## src/verilog/tcc_pkg.sv

```systemverilog
// Constants and types shared by the timer channel contention block.
// How it works
// - A counter clear in the write's third state wins; the written value is dropped.
// - A word counter write in the third state wins over an increment.
// - A byte write in state two or three stores the byte, skips increment.
// - A general register write in the third state suppresses its compare match.
// - A counter write wins over wrap stepping, but the wrap flag still sets.
// - A register read that meets a capture returns the value before capture.
// - A clearing capture with an increment clears; the register gets the old count.
// - A capture in the third state of a register write wins; write dropped.
// - Clear on match happens as the count leaves N, giving N+1 counts.
// - A capture wins over a write to the capture buffer register.
// - A synced byte write loads the addressed counter's full result everywhere.
// - A synced word write loads the same value into every synced counter.
// - Compare match rises in the last equal state, as the count advances.
// - The wrap flag sets on FFFF to 0 upward or 0 to FFFF downward.
// - A status flag clears only after it was read as 1, then written 0.
package tcc_pkg;
    // Channel register offsets, channel base is index times the stride.
    localparam logic [7:0] CH_STRIDE = 8'h20;
    localparam logic [7:0] OFS_CNT = 8'h00;
    localparam logic [7:0] OFS_CNT_HI = 8'h04;
    localparam logic [7:0] OFS_CNT_LO = 8'h08;
    localparam logic [7:0] OFS_GRA = 8'h0C;
    localparam logic [7:0] OFS_GRB = 8'h10;
    localparam logic [7:0] OFS_BRA = 8'h14;
    localparam logic [7:0] OFS_CTL = 8'h18;
    localparam logic [7:0] OFS_FLAG = 8'h1C;
    // Shared register offsets.
    localparam logic [7:0] OFS_SYNC = 8'hE0;
    localparam logic [7:0] OFS_FMODE = 8'hE4;
    localparam logic [7:0] OFS_IST = 8'hE8;
    localparam logic [7:0] OFS_ICLR = 8'hEC;
    localparam logic [7:0] OFS_IEN = 8'hF0;
    // Channel control field positions.
    localparam int CTL_RUN = 0;
    localparam int CTL_DOWN = 1;
    localparam int CTL_CLR = 2;
    localparam int CTL_CAPA = 4;
    localparam int CTL_CAPB = 5;
    localparam int CTL_BUFA = 6;
    localparam int CTL_CKS = 7;
    localparam int CTL_W = 9;
    // Clear source codes.
    localparam logic [1:0] CLR_NONE = 2'h0;
    localparam logic [1:0] CLR_A = 2'h1;
    localparam logic [1:0] CLR_B = 2'h2;
    localparam logic [1:0] CLR_SYNC = 2'h3;
    // Status flag positions.
    localparam int FLAG_A = 0;
    localparam int FLAG_B = 1;
    localparam int FLAG_WRAP = 2;
    localparam int NFLAG = 3;
    // Reset values and counter limits.
    localparam logic [15:0] CNT_RST = 16'h0000;
    localparam logic [15:0] CNT_MAX = 16'hFFFF;
    localparam logic [15:0] GR_RST = 16'hFFFF;
    localparam logic [CTL_W-1:0] CTL_RST = 9'h000;
    localparam int NCH_DEF = 2;
    localparam int NRATE = 4;
    // Bus access states, Gray coded along setup, second and third state.
    typedef enum logic [1:0] {
        PH_IDLE = 2'b00,
        PH_T2 = 2'b01,
        PH_T3 = 2'b11
    } tcc_phase_t;
endpackage : tcc_pkg

```

## src/verilog/tcc_timer.sv

```systemverilog
// Timer channels with bus access contention handling behind an APB slave.
`timescale 1ns/10ps
`default_nettype none
module tcc_timer
    import tcc_pkg::*;
#(
    parameter int NCH = NCH_DEF
) (
    input wire logic CLOCK,
    input wire logic RESET_N,
    input wire logic PSEL,
    input wire logic PENABLE,
    input wire logic PWRITE,
    input wire logic [7:0] PADDR,
    input wire logic [31:0] PWDATA,
    output logic [31:0] PRDATA,
    output logic PREADY,
    output logic PSLVERR,
    input wire logic [NCH-1:0] CAPTURE_A,
    input wire logic [NCH-1:0] CAPTURE_B,
    output logic [1:0] COMBINED_MODE,
    output logic IRQ
);
    localparam int IW = NCH * NFLAG;

    typedef struct packed {
        tcc_phase_t phase;
        logic [NCH-1:0][15:0] cnt;
        logic [NCH-1:0][15:0] gra;
        logic [NCH-1:0][15:0] grb;
        logic [NCH-1:0][15:0] bra;
        logic [NCH-1:0][CTL_W-1:0] ctl;
        logic [NCH-1:0][NFLAG-1:0] flag;
        logic [NCH-1:0][NFLAG-1:0] armed;
        logic [NCH-1:0] sync;
        logic [1:0] fmode;
        logic [IW-1:0] ist;
        logic [IW-1:0] ien;
        logic [31:0] rdata;
        logic slverr;
    } tcc_state_t;

    tcc_state_t s;
    tcc_state_t n;
    logic [NRATE-1:0] tick;
    logic [NCH-1:0] inc, wrap, cmp_a, cmp_b, cap_a, cap_b;
    logic [NCH-1:0] own_clr, clr, cwr, bhold, gra_wr, grb_wr;
    logic [NCH-1:0][15:0] cval;
    logic acc, commit, wr_now;

    // Address of a channel register.
    function automatic logic ch_hit(input logic [7:0] a, input int ch,
                                    input logic [7:0] ofs);
        logic [7:0] base;
        base = 8'(ch) * CH_STRIDE;
        return a == (base + ofs);
    endfunction : ch_hit

    tcc_prescale #(
        .NR(NRATE)
    ) u_prescale (
        .CLOCK(CLOCK),
        .RESET_N(RESET_N),
        .TICK(tick)
    );

    // Next state of the bus engine, counters, registers and flags.
    always_comb begin
        logic [15:0] full;
        logic hit;
        logic is_byte;
        logic [NFLAG-1:0] evts;
        logic [NFLAG-1:0] fclr;
        logic [IW-1:0] ev_all;
        logic [2:0] ch;
        logic [31:0] rd;
        logic ok;
        full = '0;
        hit = 1'b0;
        is_byte = 1'b0;
        evts = '0;
        fclr = '0;
        ev_all = '0;
        ch = PADDR[7:5];
        rd = '0;
        ok = 1'b0;
        n = s;
        inc = '0;
        wrap = '0;
        cmp_a = '0;
        cmp_b = '0;
        cap_a = '0;
        cap_b = '0;
        own_clr = '0;
        clr = '0;
        cwr = '0;
        bhold = '0;
        gra_wr = '0;
        grb_wr = '0;
        cval = '0;
        acc = PSEL && PENABLE;
        commit = acc && (s.phase == PH_T3);
        wr_now = commit && PWRITE;
        // Each access runs setup, second and third state; it ends in the third.
        case (s.phase)
            PH_IDLE: begin
                if (PSEL && !PENABLE) begin
                    n.phase = PH_T2;
                end
            end
            PH_T2: n.phase = PH_T3;
            PH_T3: n.phase = PH_IDLE;
            default: n.phase = PH_IDLE;
        endcase
        // Counter writes pick the word or a half by address and fan out to synced peers.
        for (int k = 0; k < NCH; k++) begin
            hit = 1'b0;
            is_byte = 1'b0;
            full = s.cnt[k];
            if (ch_hit(PADDR, k, OFS_CNT)) begin
                hit = 1'b1;
                full = PWDATA[15:0];
            end
            if (ch_hit(PADDR, k, OFS_CNT_HI)) begin
                hit = 1'b1;
                is_byte = 1'b1;
                full = {PWDATA[7:0], s.cnt[k][7:0]};
            end
            if (ch_hit(PADDR, k, OFS_CNT_LO)) begin
                hit = 1'b1;
                is_byte = 1'b1;
                full = {s.cnt[k][15:8], PWDATA[7:0]};
            end
            for (int j = 0; j < NCH; j++) begin
                if (j == k || (s.sync[k] && s.sync[j])) begin
                    if (hit && wr_now) begin
                        cwr[j] = 1'b1;
                        cval[j] = full;
                    end
                    if (hit && is_byte && PSEL && PWRITE &&
                        s.phase != PH_IDLE) begin
                        bhold[j] = 1'b1;
                    end
                end
            end
        end
        // Timer events of each channel.
        for (int c = 0; c < NCH; c++) begin
            inc[c] = s.ctl[c][CTL_RUN] && tick[s.ctl[c][CTL_CKS+:2]];
            wrap[c] = inc[c] && (s.ctl[c][CTL_DOWN] ? s.cnt[c] == CNT_RST
                                                    : s.cnt[c] == CNT_MAX);
            gra_wr[c] = wr_now && ch_hit(PADDR, c, OFS_GRA);
            grb_wr[c] = wr_now && ch_hit(PADDR, c, OFS_GRB);
            cap_a[c] = s.ctl[c][CTL_CAPA] && CAPTURE_A[c];
            cap_b[c] = s.ctl[c][CTL_CAPB] && CAPTURE_B[c];
            cmp_a[c] = inc[c] && !s.ctl[c][CTL_CAPA] &&
                       s.cnt[c] == s.gra[c] && !gra_wr[c];
            cmp_b[c] = inc[c] && !s.ctl[c][CTL_CAPB] &&
                       s.cnt[c] == s.grb[c] && !grb_wr[c];
            case (s.ctl[c][CTL_CLR+:2])
                CLR_A: own_clr[c] = cmp_a[c] || cap_a[c];
                CLR_B: own_clr[c] = cmp_b[c] || cap_b[c];
                default: own_clr[c] = 1'b0;
            endcase
        end
        // Synchronous clear follows any synced channel that clears itself.
        for (int c = 0; c < NCH; c++) begin
            clr[c] = own_clr[c] || (s.ctl[c][CTL_CLR+:2] == CLR_SYNC &&
                                    s.sync[c] && |(own_clr & s.sync));
        end
        // Register and flag updates of each channel.
        for (int c = 0; c < NCH; c++) begin
            // Clear beats a write, a write beats the count.
            if (clr[c]) begin
                n.cnt[c] = CNT_RST;
            end else if (cwr[c]) begin
                n.cnt[c] = cval[c];
            end else if (inc[c] && !bhold[c]) begin
                n.cnt[c] = s.ctl[c][CTL_DOWN] ? 16'(s.cnt[c] - 16'h0001)
                                              : 16'(s.cnt[c] + 16'h0001);
            end
            evts = '0;
            evts[FLAG_A] = cmp_a[c] || cap_a[c];
            evts[FLAG_B] = cmp_b[c] || cap_b[c];
            evts[FLAG_WRAP] = wrap[c] && !clr[c];
            ev_all[c*NFLAG+:NFLAG] = evts;
            // Capture takes the old count and wins over any register write.
            if (cap_a[c]) begin
                n.gra[c] = s.cnt[c];
                if (s.ctl[c][CTL_BUFA]) begin
                    n.bra[c] = s.gra[c];
                end
            end else if (cmp_a[c] && s.ctl[c][CTL_BUFA]) begin
                n.gra[c] = s.bra[c];
            end else if (gra_wr[c]) begin
                n.gra[c] = PWDATA[15:0];
            end
            if (wr_now && ch_hit(PADDR, c, OFS_BRA) &&
                !(cap_a[c] && s.ctl[c][CTL_BUFA])) begin
                n.bra[c] = PWDATA[15:0];
            end
            if (cap_b[c]) begin
                n.grb[c] = s.cnt[c];
            end else if (grb_wr[c]) begin
                n.grb[c] = PWDATA[15:0];
            end
            if (wr_now && ch_hit(PADDR, c, OFS_CTL)) begin
                n.ctl[c] = PWDATA[CTL_W-1:0];
            end
            // A flag read as one arms it; a later zero write clears it.
            fclr = '0;
            n.armed[c] = s.armed[c];
            if (commit && ch_hit(PADDR, c, OFS_FLAG)) begin
                if (PWRITE) begin
                    fclr = s.armed[c] & ~PWDATA[NFLAG-1:0];
                    n.armed[c] = '0;
                end else begin
                    n.armed[c] = s.armed[c] | s.flag[c];
                end
            end
            n.flag[c] = (s.flag[c] & ~fclr) | evts;
        end
        // Shared registers; an interrupt event wins over its clear.
        if (wr_now && PADDR == OFS_SYNC) begin
            n.sync = PWDATA[NCH-1:0];
        end
        if (wr_now && PADDR == OFS_FMODE) begin
            n.fmode = PWDATA[1:0];
        end
        if (wr_now && PADDR == OFS_IEN) begin
            n.ien = PWDATA[IW-1:0];
        end
        n.ist = s.ist | ev_all;
        if (wr_now && PADDR == OFS_ICLR) begin
            n.ist = (s.ist & ~PWDATA[IW-1:0]) | ev_all;
        end
        // Read data is latched in the second state, before third state events.
        if (int'(ch) < NCH) begin
            ok = 1'b1;
            case ({PADDR[4:0]})
                OFS_CNT[4:0]: rd = {16'h0000, s.cnt[ch]};
                OFS_CNT_HI[4:0]: rd = {24'h000000, s.cnt[ch][15:8]};
                OFS_CNT_LO[4:0]: rd = {24'h000000, s.cnt[ch][7:0]};
                OFS_GRA[4:0]: rd = {16'h0000, s.gra[ch]};
                OFS_GRB[4:0]: rd = {16'h0000, s.grb[ch]};
                OFS_BRA[4:0]: rd = {16'h0000, s.bra[ch]};
                OFS_CTL[4:0]: rd = 32'(s.ctl[ch]);
                OFS_FLAG[4:0]: rd = 32'(s.flag[ch]);
                default: ok = 1'b0;
            endcase
        end else begin
            ok = 1'b1;
            case (PADDR)
                OFS_SYNC: rd = 32'(s.sync);
                OFS_FMODE: rd = 32'(s.fmode);
                OFS_IST: rd = 32'(s.ist);
                OFS_ICLR: rd = 32'h00000000;
                OFS_IEN: rd = 32'(s.ien);
                default: ok = 1'b0;
            endcase
        end
        if (s.phase == PH_T2 && PSEL) begin
            n.rdata = PWRITE ? 32'h00000000 : rd;
            n.slverr = !ok;
        end
    end

    // State register.
    always_ff @(posedge CLOCK or negedge RESET_N) begin
        if (!RESET_N) begin
            s.phase <= PH_IDLE;
            s.cnt <= {NCH{CNT_RST}};
            s.gra <= {NCH{GR_RST}};
            s.grb <= {NCH{GR_RST}};
            s.bra <= {NCH{GR_RST}};
            s.ctl <= {NCH{CTL_RST}};
            s.flag <= '0;
            s.armed <= '0;
            s.sync <= '0;
            s.fmode <= '0;
            s.ist <= '0;
            s.ien <= '0;
            s.rdata <= '0;
            s.slverr <= 1'b0;
        end else begin
            s <= n;
        end
    end

    // Bus answer in the third state, data and mode straight from flip-flops.
    assign PREADY = acc && (s.phase == PH_T3);
    assign PSLVERR = PREADY && s.slverr;
    assign PRDATA = s.rdata;
    assign COMBINED_MODE = s.fmode;
    assign IRQ = |(s.ist & s.ien);
endmodule : tcc_timer
`default_nettype wire

```

## src/verilog/tcc_prescale.sv

```systemverilog
// Clock prescaler that makes the count enable pulses.
`timescale 1ns/10ps
`default_nettype none
module tcc_prescale
    import tcc_pkg::*;
#(
    parameter int NR = NRATE
) (
    input wire logic CLOCK,
    input wire logic RESET_N,
    output logic [NR-1:0] TICK
);
    typedef struct packed {
        logic [NR-1:0] div;
    } tccp_state_t;

    tccp_state_t s;
    tccp_state_t n;

    // The divider free runs from reset.
    always_comb begin
        n = s;
        n.div = s.div + 1'b1;
    end

    always_ff @(posedge CLOCK or negedge RESET_N) begin
        if (!RESET_N) begin
            s <= '0;
        end else begin
            s <= n;
        end
    end

    // Rate i pulses once every two to the power i cycles.
    genvar i;
    generate
        for (i = 0; i < NR; i++) begin : g_rate
            if (i == 0) begin : g_full
                assign TICK[i] = 1'b1;
            end else begin : g_div
                assign TICK[i] = &s.div[i-1:0];
            end
        end
    endgenerate
endmodule : tcc_prescale
`default_nettype wire

```

## config.mk

```make
export PLATFORM = sky130hd
export DESIGN_NAME = tcc_timer
export DESIGN_NICKNAME = d
export VERILOG_FILES = /design/src/verilog/tcc_pkg.sv /design/src/verilog/tcc_timer.sv /design/src/verilog/tcc_prescale.sv
export SDC_FILE = /design/constraint.sdc
export NUM_CORES = 1
export LEC_CHECK = 0
export BUFFER_PORTS_ARGS = -buffer_cell sky130_fd_sc_hd__buf_2
export CAP_MARGIN = 10
export CELL_PAD_IN_SITES_DETAIL_PLACEMENT = 1
export CELL_PAD_IN_SITES_GLOBAL_PLACEMENT = 1
export CORE_UTILIZATION = 35
export DETAILED_ROUTE_END_ITERATION = 8
export MAX_ROUTING_LAYER = met4
export PLACE_DENSITY_LB_ADDON = 0.1
export SLEW_MARGIN = 30
export SYNTH_ARGS = -nofsm -noshare
export SYNTH_HDL_FRONTEND = slang
export SYNTH_HIERARCHICAL = 1
export SYNTH_SLANG_ARGS = --single-unit
```

## constraint.sdc

```tcl
create_clock -name CLOCK -period 4.8 [get_ports CLOCK]
set_input_delay 0.96 -clock CLOCK [delete_from_list [all_inputs] [get_ports CLOCK]]
set_output_delay 0.96 -clock CLOCK [all_outputs]
set_load 0.02 [all_outputs]
```

After elaboration in Yosys (flattened, before gate mapping)
Cells that the tools add are included.
{ "word_totals": {"register_bits": 213, "input_bits": 49, "out_inout_bits": 37, "word_cells": 292} }
{ "op_classes": {"addsub": 5, "order_cmp": 4, "n_eq_ne": 42, "n_mux": 91, "bitwise": 17, "n_reduce_logical": 111} }
{ "op_table": {"columns": ["cell", "count"], "rows": [
  ["16-bit 2-to-1 mux", 43],
  ["16-bit one-hot mux with 8 select lines", 1],
  ["1-bit logical AND", 65],
  ["16-bit equality test", 4],
  ["8-bit by 6-bit equality test with 1-bit output, second input constant", 8],
  ["32-bit 2-to-1 mux", 2],
  ["8-bit equality test, second input constant", 5],
  ["16-bit by 1-bit adder with 16-bit output, second input constant", 2],
  ["16-bit equality test, second input constant", 2],
  ["8-bit by 5-bit equality test with 1-bit output, second input constant", 4],
  ["16-bit logical NOT", 2],
  ["16-bit by 1-bit subtractor with 16-bit output, second input constant", 2],
  ["1-bit 2-to-1 mux", 27],
  ["3-bit 2-to-1 mux", 8],
  ["6-bit one-hot mux with 4 select lines", 1],
  ["5-bit equality test, second input constant", 4],
  ["9-bit 2-to-1 mux", 2],
  ["8-bit by 4-bit equality test with 1-bit output, second input constant", 2],
  ["1-bit logical NOT", 16],
  ["2-bit nonzero test", 7],
  ["3-bit bitwise AND", 4],
  ["6-bit bitwise AND", 2],
  ["3-bit bitwise OR", 4],
  ["6-bit bitwise OR", 2],
  ["other kinds (28)", 51]
]} }

Logic depth before layout (Yosys ltp)
Gate-level depths: netlist of the first run.
{ "depth": {"ltp_word": 17, "ltp_mapped": 11, "mapped_depth_nobuf": 9} }

Cells and area by module
Netlist of the first run, hierarchy kept.
{ "by_module_without_submodules": {"columns": ["mod", "n_inst", "cells_each", "area_per_inst_um2", "seq_area_each_um2"], "rows": [
  ["tcc_timer", 1, 1601, 14218.6, 4949.7],
  ["tcc_prescale", 1, 9, 122.6, 75.1]
]} }

Worst setup path after synthesis of the first run
OpenSTA, ideal clock, no wires.
{ "synth_timing": {"path_type": "input to register", "startpoint": "input PADDR[5]", "endpoint": "register s[194] in the netlist's numbering", "setup_time_ps": 121, "t_arrival_ps": 2942, "required_time_ps": 4679, "slack_ps": 1736, "path_stages": 9, "path_buffers": 3, "cell_sequence": "buf_2 > or4_1 > buf_2 > o21ai_0 > a21oi_1 > or3_4 > buf_2 > a22oi_1 > nor2_1"} }
{ "synth_via": {"elab_chain_len": 14, "elab_cells_between_ends": 72, "classes_between": "eq/ne: 9; mux: 29; bitwise: 1; reduce/logical: 33"} }
{ "synth_lines": {"columns": ["element", "line_no", "source"], "rows": [
  ["start, declared", "tcc_timer.sv:14", "input wire logic [7:0] PADDR,"],
  ["8-bit logical NOT", "tcc_timer.sv:56", "return a == (base + ofs);"],
  ["1-bit 2-to-1 mux", "tcc_timer.sv:120", "if (ch_hit(PADDR, k, OFS_CNT)) begin"],
  ["1-bit 2-to-1 mux", "tcc_timer.sv:124", "if (ch_hit(PADDR, k, OFS_CNT_HI)) begin"],
  ["1-bit 2-to-1 mux", "tcc_timer.sv:129", "if (ch_hit(PADDR, k, OFS_CNT_LO)) begin"],
  ["1-bit logical AND (4 in series)", "tcc_timer.sv:140", "if (hit && is_byte && PSEL && PWRITE &&"],
  ["1-bit 2-to-1 mux", "tcc_timer.sv:140", null],
  ["1-bit 2-to-1 mux", "tcc_timer.sv:135", "if (j == k || (s.sync[k] && s.sync[j])) begin"],
  ["1-bit 2-to-1 mux", "tcc_timer.sv:140", null],
  ["1-bit logical NOT", "tcc_timer.sv:178", "end else if (inc[c] && !bhold[c]) begin"],
  ["1-bit logical AND", "tcc_timer.sv:178", null],
  ["3-bit nonzero test (no line)", null, null],
  ["end signal, assigned", "tcc_timer.sv:286", "s <= n;"],
  ["end, declared", "tcc_timer.sv:43", "tcc_state_t s;"]
]} }
Parallel ways exist; a longest one is shown, timed or not.
A chain may end at the register's enable or synchronous reset.

Worst setup path in the final report of the first run
{ "layout_timing": {"startpoint": "register u_prescale/s[0] in the netlist's numbering", "endpoint": "register s[202] in the netlist's numbering"} }
{ "layout_via": {"elab_chain_len": 14, "elab_cells_between_ends": 33, "classes_between": "mux: 7; bitwise: 1; reduce/logical: 25"} }
{ "layout_lines": {"columns": ["element", "line_no", "source"], "rows": [
  ["start, declared", "tcc_prescale.sv:17", "tccp_state_t s;"],
  ["start signal, assigned", "tcc_prescale.sv:30", "s <= n;"],
  ["2-bit AND reduction (*)", "tcc_prescale.sv:41", "assign TICK[i] = &s.div[i-1:0];"],
  ["net tick[2]", "tcc_timer.sv:45", "logic [NRATE-1:0] tick;"],
  ["1-bit binary-select mux with 2-bit select", "tcc_timer.sv:149", "inc[c] = s.ctl[c][CTL_RUN] && tick[s.ctl[c][CTL_CKS+:2]];"],
  ["1-bit 2-to-1 mux (implied by the code)", "tcc_timer.sv:149", null],
  ["1-bit logical AND", "tcc_timer.sv:149", null],
  ["1-bit logical AND, on equally long branches (2 in series)", "tcc_timer.sv:158, tcc_timer.sv:156", null],
  ["1-bit logical AND, on equally long branches", "tcc_timer.sv:159, tcc_timer.sv:157", null],
  ["1-bit logical OR, on equally long branches", "tcc_timer.sv:162, tcc_timer.sv:161", null],
  ["1-bit one-hot mux with 2 select lines", "tcc_timer.sv:160", "case (s.ctl[c][CTL_CLR+:2])"],
  ["2-bit bitwise AND", "tcc_timer.sv:169", "s.sync[c] && |(own_clr & s.sync));"],
  ["2-bit OR reduction", "tcc_timer.sv:169", null],
  ["1-bit logical AND", "tcc_timer.sv:169", null],
  ["1-bit logical OR", "tcc_timer.sv:168", "clr[c] = own_clr[c] || (s.ctl[c][CTL_CLR+:2] == CLR_SYNC &&"],
  ["3-bit nonzero test (no line) / 16-bit 2-to-1 mux (equally long branches)", null, null]
]} }
The timed path passes the listed nets; every way through them passes the cells marked *. The select of a mux whose other input is x is not followed.

==> run metrics, run 1 <==
# hold bufs at CTS=0; maximum VDD drop=0.000277 V; Critical Path Fanout Max=16; Setup TNS Final=0 ns; final setup vio count=0; GRT met3 Usage=4.88%; CP Data Arrival Time=4.02 ns; Worst setup SP type=flop; met2 Track Usage GR=48.9%; Final Slew Violations=0; DP HPWL=45900 um; Period minus WS final=3.71 ns; CTS max path bufs=2; Netlist Area Pre-Place=14300 um2; r2r endpoint=s[202]$_DFFE_PN0P_; sequential-to-total area share from yosys stat=35.0%; outcome=complete, no violations; leakage=7.30 nW; syn avg cell area=8.91 um2; clk_lat worst skew=0.48 ns; flop-to-flop setup slack=1.09 ns; routability cong.=0.944; nets=1676; multi-input logic area=8430 um2; Pre-Repair DR Iteration Count=5; antenna violations before repair=2; Slew Limit Headroom=40.6%; register area=5030 um2; Hold Path Sink=u_prescale/s[0]$_DFF_PN0_; Yosys top cell by area=dfstp_2; Setup CP Type=reg -> reg; clk_skew=0.0171 ns; Sink Count=196; commonest cells in the netlist=177 x nand2_1, 136 x mux2i_1, 121 x nor2_1; worst hold path depth=1; Reg clk slew, reported paths=0.08 ns; Synth area leaders=dfstp_2 18%, dfrtp_1 17%, mux2i_1 9.5%; first-pass GRT wire length=92500 um; width of the die=204 um; Async SR Flop Fraction=100%; Post-synth EDFFs=0; die area=41800 um2; via count=13.0k; Worst R2R Path Depth=9; post-synth top area share=17.6%; CTS H-tree lvls=4; vias per inst=6.11; share of post-route cells with drive strength above 1=19.7%; initial core utilization=35.8%; TritonCTS clock tree=done; # DRC=0; Root Buffer=clkbuf_16; setup bufs post-CTS=0; Synth cell types=77; num ports=86; RSZ-0062 raised after global routing=no; Resized cells post-CTS=0; Final Hold Vio Count=0; Iteration-0 DRC Markers=1075; worst-margin pin slew=0.869 ns; synthesis-to-finish area growth=8.44%; met1 GRT Util=42.4%; routed len/inst=29.6 um; HP Start=u_prescale/s[0]$_DFF_PN0_; Max Cap Viol=0; worst hold slack=0.475 ns; Seq cells post-synth=196; Syn Inst Count=1610; CP Capture Type=flop; final WL=63000 um; power per cell area=252 nW/um2; R2R Path Start=u_prescale/s[0]$_DFF_PN0_; GRT Max-Usage Layer=met2; # rows=73; Main synth FF type=dfrtp_1; Die Span Y=204 um; Inserted Diodes=0; most numerous cell in the Yosys netlist=nand2_1; WP data required=5.11 ns; Syn. warnings=6; grt ovf=0; final worst-path cycle share=77.3%; vias in the first global route=13.3k; CTS Buf Count=17; Core Area=40100 um2; Peak Freq=270 MHz; fill cell count=4660; Port Buffers=53; post-route antenna net violation count=0; total track usage=31.8%; largest net degree at the start of global routing=97; Hold Crit Class=reg -> reg
==> cell families after synthesis <==
logic type	synth area share, %
XOR/XNOR	5.31
AND/OR/NAND/NOR	14.9
AO/OA/AOI/OAI	21.2
other	0.0524
adder cells (fa/ha/maj)	3.42
buffers and inverters	6.65
flip-flops	35.0
multiplexers	13.4
==> layer usage <==
| metal | up-vias | part of all wire (%) |
|---|---|---|
| met5 | - | 0 |
| li1 | 5786 | - |
| met1 | 6655 | 44 |
| met2 | 455 | 46 |
| met4 | 0 | 3.2 |
| met3 | 92 | 6.3 |
==> sequential cells by signal, indices dropped and copies added, names as in the netlist <==
register	cells
COMBINED_MODE	2
PRDATA	16
s	175
u_prescale/s	3
==> cells in the final DEF (no fill, tap or decap), types with 9 or more instances in the layout <==
cell type	instances
ha_1	36
conb_1	17
o21ai_0	111
a31oi_1	9
a22oi_1	18
nor2_1	119
nor3_1	36
clkbuf_16	17
mux2_2	34
and3_1	9
nand3_1	28
nor4_1	9
a211oi_1	51
o22ai_1	22
a221oi_1	24
a21o_1	49
dfrtp_1	99
buf_2	51
nand4_1	17
buf_4	66
mux2i_1	136
a2111oi_0	9
xor2_1	20
dfstp_2	96
xnor2_1	67
inv_1	20
a21oi_1	98
nand2_1	177
==> metrics by stage <==
step                instances  setup slack (ns)  instance area (um2)  utilization, %  total power, mW
floorplan                1625              1.74                14400               -             2.18
global placement         2095             0.883                15000            37.3             2.43
detailed placement       2095             0.870                15000            37.3             2.44
CTS                      2127              1.09                15500            38.8             3.94
global route             2127             0.991                15600            38.8             4.05
finish                   2127              1.09                15600            38.8             3.92
==> report_power, final <==
part	total, mW	internal [mW]	leakage (nW)	switching [mW]
clock	1.50	0.734	0.275	0.763
sequential	1.81	1.73	2.37	0.0890
combinational	0.606	0.198	4.65	0.408
==> final cells by class <==
class                   count  share of cell area, %
multi-input cells        1235                   54.2
clock inverters            14                  0.949
well taps                 525                   4.22
flip-flops and latches    196                   32.3
clock buffers              18                   2.76
inverters                  20                  0.483
repair buffers            119                   5.04
==> worst max path at each step <==
stage                     depth (start not counted)  slack [ns]                       from                  to
after detailed placement                          8        0.87                   PADDR[2]  s[200]$_DFFE_PN0P_
final                                             9        1.09  u_prescale/s[0]$_DFF_PN0_  s[202]$_DFFE_PN0P_
after global routing                              9        0.99  u_prescale/s[0]$_DFF_PN0_  s[202]$_DFFE_PN0P_
after floorplan                                   9        1.74                   PADDR[5]  s[194]$_DFFE_PN0P_
after global placement                            8        0.88                   PADDR[2]  s[200]$_DFFE_PN0P_
after CTS                                         8        1.09          s[71]$_DFFE_PN0P_  s[206]$_DFFE_PN0P_
==> worst max-delay path, stage by stage (launching register included) <==
cell and delay [ns]:
dfrtp_1 0.39, ha_1 0.21, ha_1 0.18, mux4_1 0.23, nand2_1 0.19, or4_1 0.63
o21ai_1 0.54, a32oi_2 0.26, o21ai_2 0.75, nor3_1 0.16
Note: power is estimated with default switching activity, not from simulation.
==> inputs of run 2 (changes only) <==
==> constraint.sdc (replaced) <==
create_clock -name CLOCK -period 3.8 [get_ports CLOCK]
set_input_delay 0.76 -clock CLOCK [delete_from_list [all_inputs] [get_ports CLOCK]]
set_output_delay 0.76 -clock CLOCK [all_outputs]
set_load 0.02 [all_outputs]
==> run metrics, run 2 (synthesized netlist as in run 1, its figures left out) <==
# hold bufs at CTS=0 (unchanged); # placed instances=2137 (+2.0%); max reg flops=175 (unchanged); Setup CP Type=reg -> reg; Setup TNS Final=0 ns (unchanged); DP HPWL=47500 um (+3.3%); leakage=7.54 nW (+3.3%); RSZ-0062 raised after global routing=no; Hold Crit Class=in -> async; post-route antenna net violation count=0 (unchanged); utilization after layout=39.7% (+0.88 points); final WL=63400 um (+0.67%); DP Worst Slack=0.377 ns (-0.493 ns); largest net degree at the start of global routing=88 (-9.3%); Resized cells post-CTS=0 (unchanged); vias in the first global route=13.4k (+0.73%); nets=1718 (+2.5%); final setup vio count=0 (unchanged); Top reg by flops=s; commonest non-fill, non-tap cell in the layout=nand2_1; via count=13.3k (+2.3%); grt ovf=0 (unchanged); fill cell count=4686 (+0.56%); Final Hold Vio Count=0 (unchanged); Die Span Y=204 um (unchanged); GRT met3 Usage=4.26% (-0.62 points); Iteration-0 DRC Markers=1000 (-7.0%); power per cell area=317 nW/um2 (+26%); total track usage=31.9% (+0.12 points); Slowest Stage Delay on Critical Path=0.70 ns (-0.05 ns); width of the die=204 um (unchanged); TritonCTS clock tree=done; routability cong.=0.978 (+3.6%); post-route setup slack=0.365 ns (-0.726 ns); Final Slew Violations=0 (unchanged); die area=41800 um2 (unchanged); synthesis-to-finish area growth=10.9%; Critical Path Fanout Max=9 (-7); num ports=86 (unchanged); maximum VDD drop=0.000331 V (+19%); Pre-Repair DR Iteration Count=5 (unchanged); Peak Freq=291 MHz (+8.0%); CP Data Arrival Time=3.79 ns (-0.23 ns); # rows=73 (unchanged); clk_skew=0.0169 ns (-0.000245 ns); Reg clk slew, reported paths=0.08 ns (about the same); Most common cell on crit path=ha_1; GRT Max-Usage Layer=met2; clk_lat worst skew=0.48 ns (about the same); Port Buffers=53 (unchanged); worst hold slack=0.352 ns (-0.123 ns); Max Cap Viol=0 (unchanged); WP data required=4.16 ns (-0.95 ns); CP Capture Type=flop; Worst setup SP type=flop; initial core utilization=35.8% (unchanged); Period minus WS final=3.44 ns (-0.274 ns); setup bufs post-CTS=0 (unchanged); first-pass GRT wire length=93000 um (+0.48%); Critical Path, Cell by Cell=ha_1 > ha_1 > mux4_1 > nand2_1 > or4_1 > o21ai_1 > a32oi_2 > o21ai_2 > buf_4 > nor3_1; CTS max path bufs=2 (unchanged); share of post-route cells with drive strength above 1=21.5% (+1.8 points); met1 GRT Util=42.6% (+0.27 points); CTS H-tree lvls=4 (unchanged); worst-margin pin slew=0.984 ns (+0.115 ns); post-route insts no fill=2170 (+2.0%); vias per inst=6.12 (+0.27%); antenna violations before repair=0 (-2); flop-to-flop setup slack=0.36 ns (-0.73 ns); final worst-path cycle share=90.4% (+13 points); Root Buffer=clkbuf_16; critical path's slowest cell=or4_1; routed len/inst=29.2 um (-1.3%); met2 Track Usage GR=49.5% (+0.54 points); Core Area=40100 um2 (unchanged); Sink Count=196 (unchanged); commonest cells after routing, fill and taps aside=177 x nand2_1, 136 x mux2i_1, 119 x nor2_1, 111 x o21ai_0, 105 x buf_4; outcome=complete, no violations; CTS Buf Count=17 (unchanged); Slew Limit Headroom=33.6% (-7.0 points); # DRC=0 (unchanged)
-- run 2: cell types whose count changed in the layout (fill, tap and decap cells not counted), moves of 2 or more --
cell / before / now
buf_4: 66 / 105
buf_12: 1 / 4
clkbuf_1: 1 / 4
clkinvlp_4: 3 / 0
inv_4: 0 / 3
inv_8: 3 / 1
-- run 2: critical path, delay by kind of cell, from the launching register on --
family                     cells  cell delay, ns
AOI/OAI and AO/OA              3            0.94
adders and majority gates      2            0.44
buffers and inverters          1            0.26
DFF                            1            0.41
muxes                          1            0.24
and+or+nand+nor                3            1.01
-- run 2: path summary, 6_finish.rpt --
kind                                     endpoint  depth (start not counted)                       from
max reg2reg                    s[179]$_DFFE_PN0P_                         10  u_prescale/s[0]$_DFF_PN0_
max                            s[179]$_DFFE_PN0P_                         10  u_prescale/s[0]$_DFF_PN0_
min in group CLOCK               s[0]$_DFFE_PN0P_                          1           s[0]$_DFFE_PN0P_
min                        PRDATA[15]$_DFFE_PN0P_                          1                    RESET_N
max in group asynchronous       s[81]$_DFFE_PN1P_                          2                    RESET_N
min reg2reg                      s[0]$_DFFE_PN0P_                          1           s[0]$_DFFE_PN0P_
-- run 2: cell type report --
cell class              instances  area, um2  area share, %
clock buffers                  22        454           2.86
diodes                          1       2.50         0.0157
flip-flops and latches        196       5020           31.6
inverters                      20       75.1          0.472
well taps                     525        657           4.13
repair buffers                161       1140           7.15
clock inverters                10        121          0.763
multi-input cells            1235       8430           53.0
-- run 2: stage by stage --
step | power [mW] | area, um2
4_1_cts | 5.05 | 15900
3_3_place_gp | 3.10 | 15300
6_report | 5.04 | 15900
3_5_place_dp | 3.11 | 15300
2_1_floorplan | 2.76 | 14400
5_1_grt | 5.18 | 15900
-- run 2: report_power, final --
group	switching [mW]	total [mW]	internal (mW)
combinational	0.526	0.798	0.272
clock	0.950	1.95	1.00
sequential	0.109	2.29	2.18
-- run 2: metal layers --
layer | share of wire (%) | wire, um
met5 | 0 | 0
met4 | 3.4 | 2190
met3 | 5.6 | 3530
met2 | 46 | 29300
met1 | 45 | 28500
==> inputs of run 3 (changes only) <==
==> constraint.sdc (replaced) <==
create_clock -name CLOCK -period 4.3 [get_ports CLOCK]
set_input_delay 0.86 -clock CLOCK [delete_from_list [all_inputs] [get_ports CLOCK]]
set_output_delay 0.86 -clock CLOCK [all_outputs]
set_load 0.02 [all_outputs]
==> run metrics, run 3 (synthesized netlist as in run 1, its figures left out) <==
share of post-route cells with drive strength above 1=20.1% (-1.4 points); total track usage=32.0% (+0.074 points); CTS H-tree lvls=4 (unchanged); commonest cells after routing, fill and taps aside=177 x nand2_1, 136 x mux2i_1, 119 x nor2_1, 111 x o21ai_0, 100 x dfrtp_1; routability cong.=0.953 (-2.5%); initial core utilization=35.8% (unchanged); WP data required=4.61 ns (+0.45 ns); final WL=63300 um (-0.16%); post-route insts no fill=2135 (-1.6%); largest net degree at the start of global routing=91 (+3.4%); worst hold slack=0.433 ns (+0.0812 ns); grt ovf=0 (unchanged); Critical Path, Cell by Cell=ha_1 > ha_1 > mux4_1 > nand2_1 > or4_1 > o21ai_1 > a32oi_2 > o21ai_2 > a2111oi_0; CP Data Arrival Time=4.11 ns (+0.32 ns); Design Area, Final=15700 um2 (-1.3%); DP Worst Slack=0.376 ns (-0.00131 ns); DP HPWL=46700 um (-1.6%); first-pass GRT wire length=93100 um (+0.15%); WP buf/inv=0 (-1); Slowest Stage Delay on Critical Path=0.73 ns (+0.03 ns); worst-margin pin slew=1.05 ns (+0.0668 ns); CTS max path bufs=2 (unchanged); die area=41800 um2 (unchanged); leakage=7.38 nW (-2.2%); Core Area=40100 um2 (unchanged); clk_lat worst skew=0.48 ns (about the same); num ports=86 (unchanged); # placed instances=2103 (-1.6%); Final Power=4.49 mW (-11%); Hold Crit Class=in -> async; utilization after layout=39.1% (-0.53 points); Root Buffer=clkbuf_16; Resized cells post-CTS=0 (unchanged); Critical Path Fanout Max=16 (+7); Peak Freq=263 MHz (-9.6%); Most common cell on crit path=ha_1; outcome=complete, no violations; synthesis-to-finish area growth=9.40%; Pre-Repair DR Iteration Count=6 (+1); clk_skew=0.0154 ns (-0.00149 ns); # rows=73 (unchanged); Final Hold Vio Count=0 (unchanged); Slew Limit Headroom=30.0% (-3.6 points); final setup vio count=0 (unchanged); CP top delay family=compound AO/OA/AOI/OAI gates; Inserted Diodes=0 (-1); Final Slew Violations=0 (unchanged); Setup CP Type=reg -> reg; Max Cap Viol=0 (unchanged); CP Capture Type=flop; RSZ-0062 raised after global routing=no; max reg flops=175 (unchanged); vias per inst=6.17 (+0.76%); via count=13.2k (-0.87%); Sink Count=196 (unchanged); Period minus WS final=3.80 ns (+0.365 ns); Top reg by flops=s; commonest non-fill, non-tap cell in the layout=nand2_1; nets=1684 (-2.0%); # hold bufs at CTS=0 (unchanged); Iteration-0 DRC Markers=1132 (+13%); register area=5020 um2 (unchanged); fill cell count=4606 (-1.7%); dpl cell area=15100 um2 (-1.7%); setup bufs post-CTS=0 (unchanged); # DRC=0 (unchanged); width of the die=204 um (unchanged); Die Span Y=204 um (unchanged); multi-input logic area=8430 um2 (about the same); maximum VDD drop=0.000241 V (-27%); vias in the first global route=13.2k (-1.3%); power per cell area=286 nW/um2 (-9.7%); routed len/inst=29.7 um (+1.5%); post-route setup slack=0.499 ns (+0.135 ns); final worst-path cycle share=88.4% (-2.0 points); post-route antenna net violation count=0 (unchanged); Worst setup SP type=flop; CTS Buf Count=17 (unchanged); critical path's slowest cell=o21ai_2; TritonCTS clock tree=done; antenna violations before repair=1 (+1); Port Buffers=53 (unchanged); Setup TNS Final=0 ns (unchanged); Reg clk slew, reported paths=0.09 ns (about the same)
## run 3: cell count changes in the layout (fill, tap and decap cells not counted), moves of 2 or more
| cell | before | now |
|---|---|---|
| inv_8 | 1 | 3 |
| inv_4 | 3 | 0 |
| clkinvlp_4 | 0 | 3 |
| clkinv_8 | 0 | 2 |
| clkbuf_1 | 4 | 0 |
| buf_4 | 105 | 71 |
## run 3: layout make-up
| class | count | share of cell area, % |
|---|---|---|
| Timing Repair Buffer | 127 | 5.62 |
| Inverter | 20 | 0.479 |
| Multi-Input combinational cell | 1235 | 53.7 |
| Sequential cell | 196 | 32.0 |
| Tap cell | 525 | 4.19 |
| Clock inverter | 15 | 1.23 |
| Clock buffer | 17 | 2.71 |
## run 3: worst reg2reg max path, stage by stage, from the launching register on
cell       delay [ns]
dfrtp_1          0.40
ha_1             0.20
ha_1             0.17
mux4_1           0.21
nand2_1          0.30
or4_1            0.70
o21ai_1          0.53
a32oi_2          0.23
o21ai_2          0.73
a2111oi_0        0.16
## run 3: path summary, 6_finish.rpt
check                                     startpoint                        end  slack (ns)  cells after the start
setup reg to reg           u_prescale/s[0]$_DFF_PN0_         s[200]$_DFFE_PN0P_        0.50                      9
hold reg to reg            u_prescale/s[0]$_DFF_PN0_  u_prescale/s[0]$_DFF_PN0_        0.48                      1
max in group asynchronous                    RESET_N          s[80]$_DFFE_PN1P_        2.90                      2
min in group CLOCK         u_prescale/s[0]$_DFF_PN0_  u_prescale/s[0]$_DFF_PN0_        0.48                      1
hold / removal                               RESET_N      PRDATA[6]$_DFFE_PN0P_        0.43                      1
setup / recovery           u_prescale/s[0]$_DFF_PN0_         s[200]$_DFFE_PN0P_        0.50                      9
## run 3: power by group
part | switching [mW] | internal (mW)
Clock | 0.885 | 0.886
Sequential | 0.108 | 1.93
Combinational | 0.454 | 0.231
Total | 1.45 | 3.04
## run 3: per-layer routing
metal	wire length, um	vias to the layer above	track usage (%)
li1	-	5804	-
met1	28700	6845	43.0
met2	29100	436	49.2
met3	3540	87	4.18
met4	2060	0	10.9
met5	0	-	-
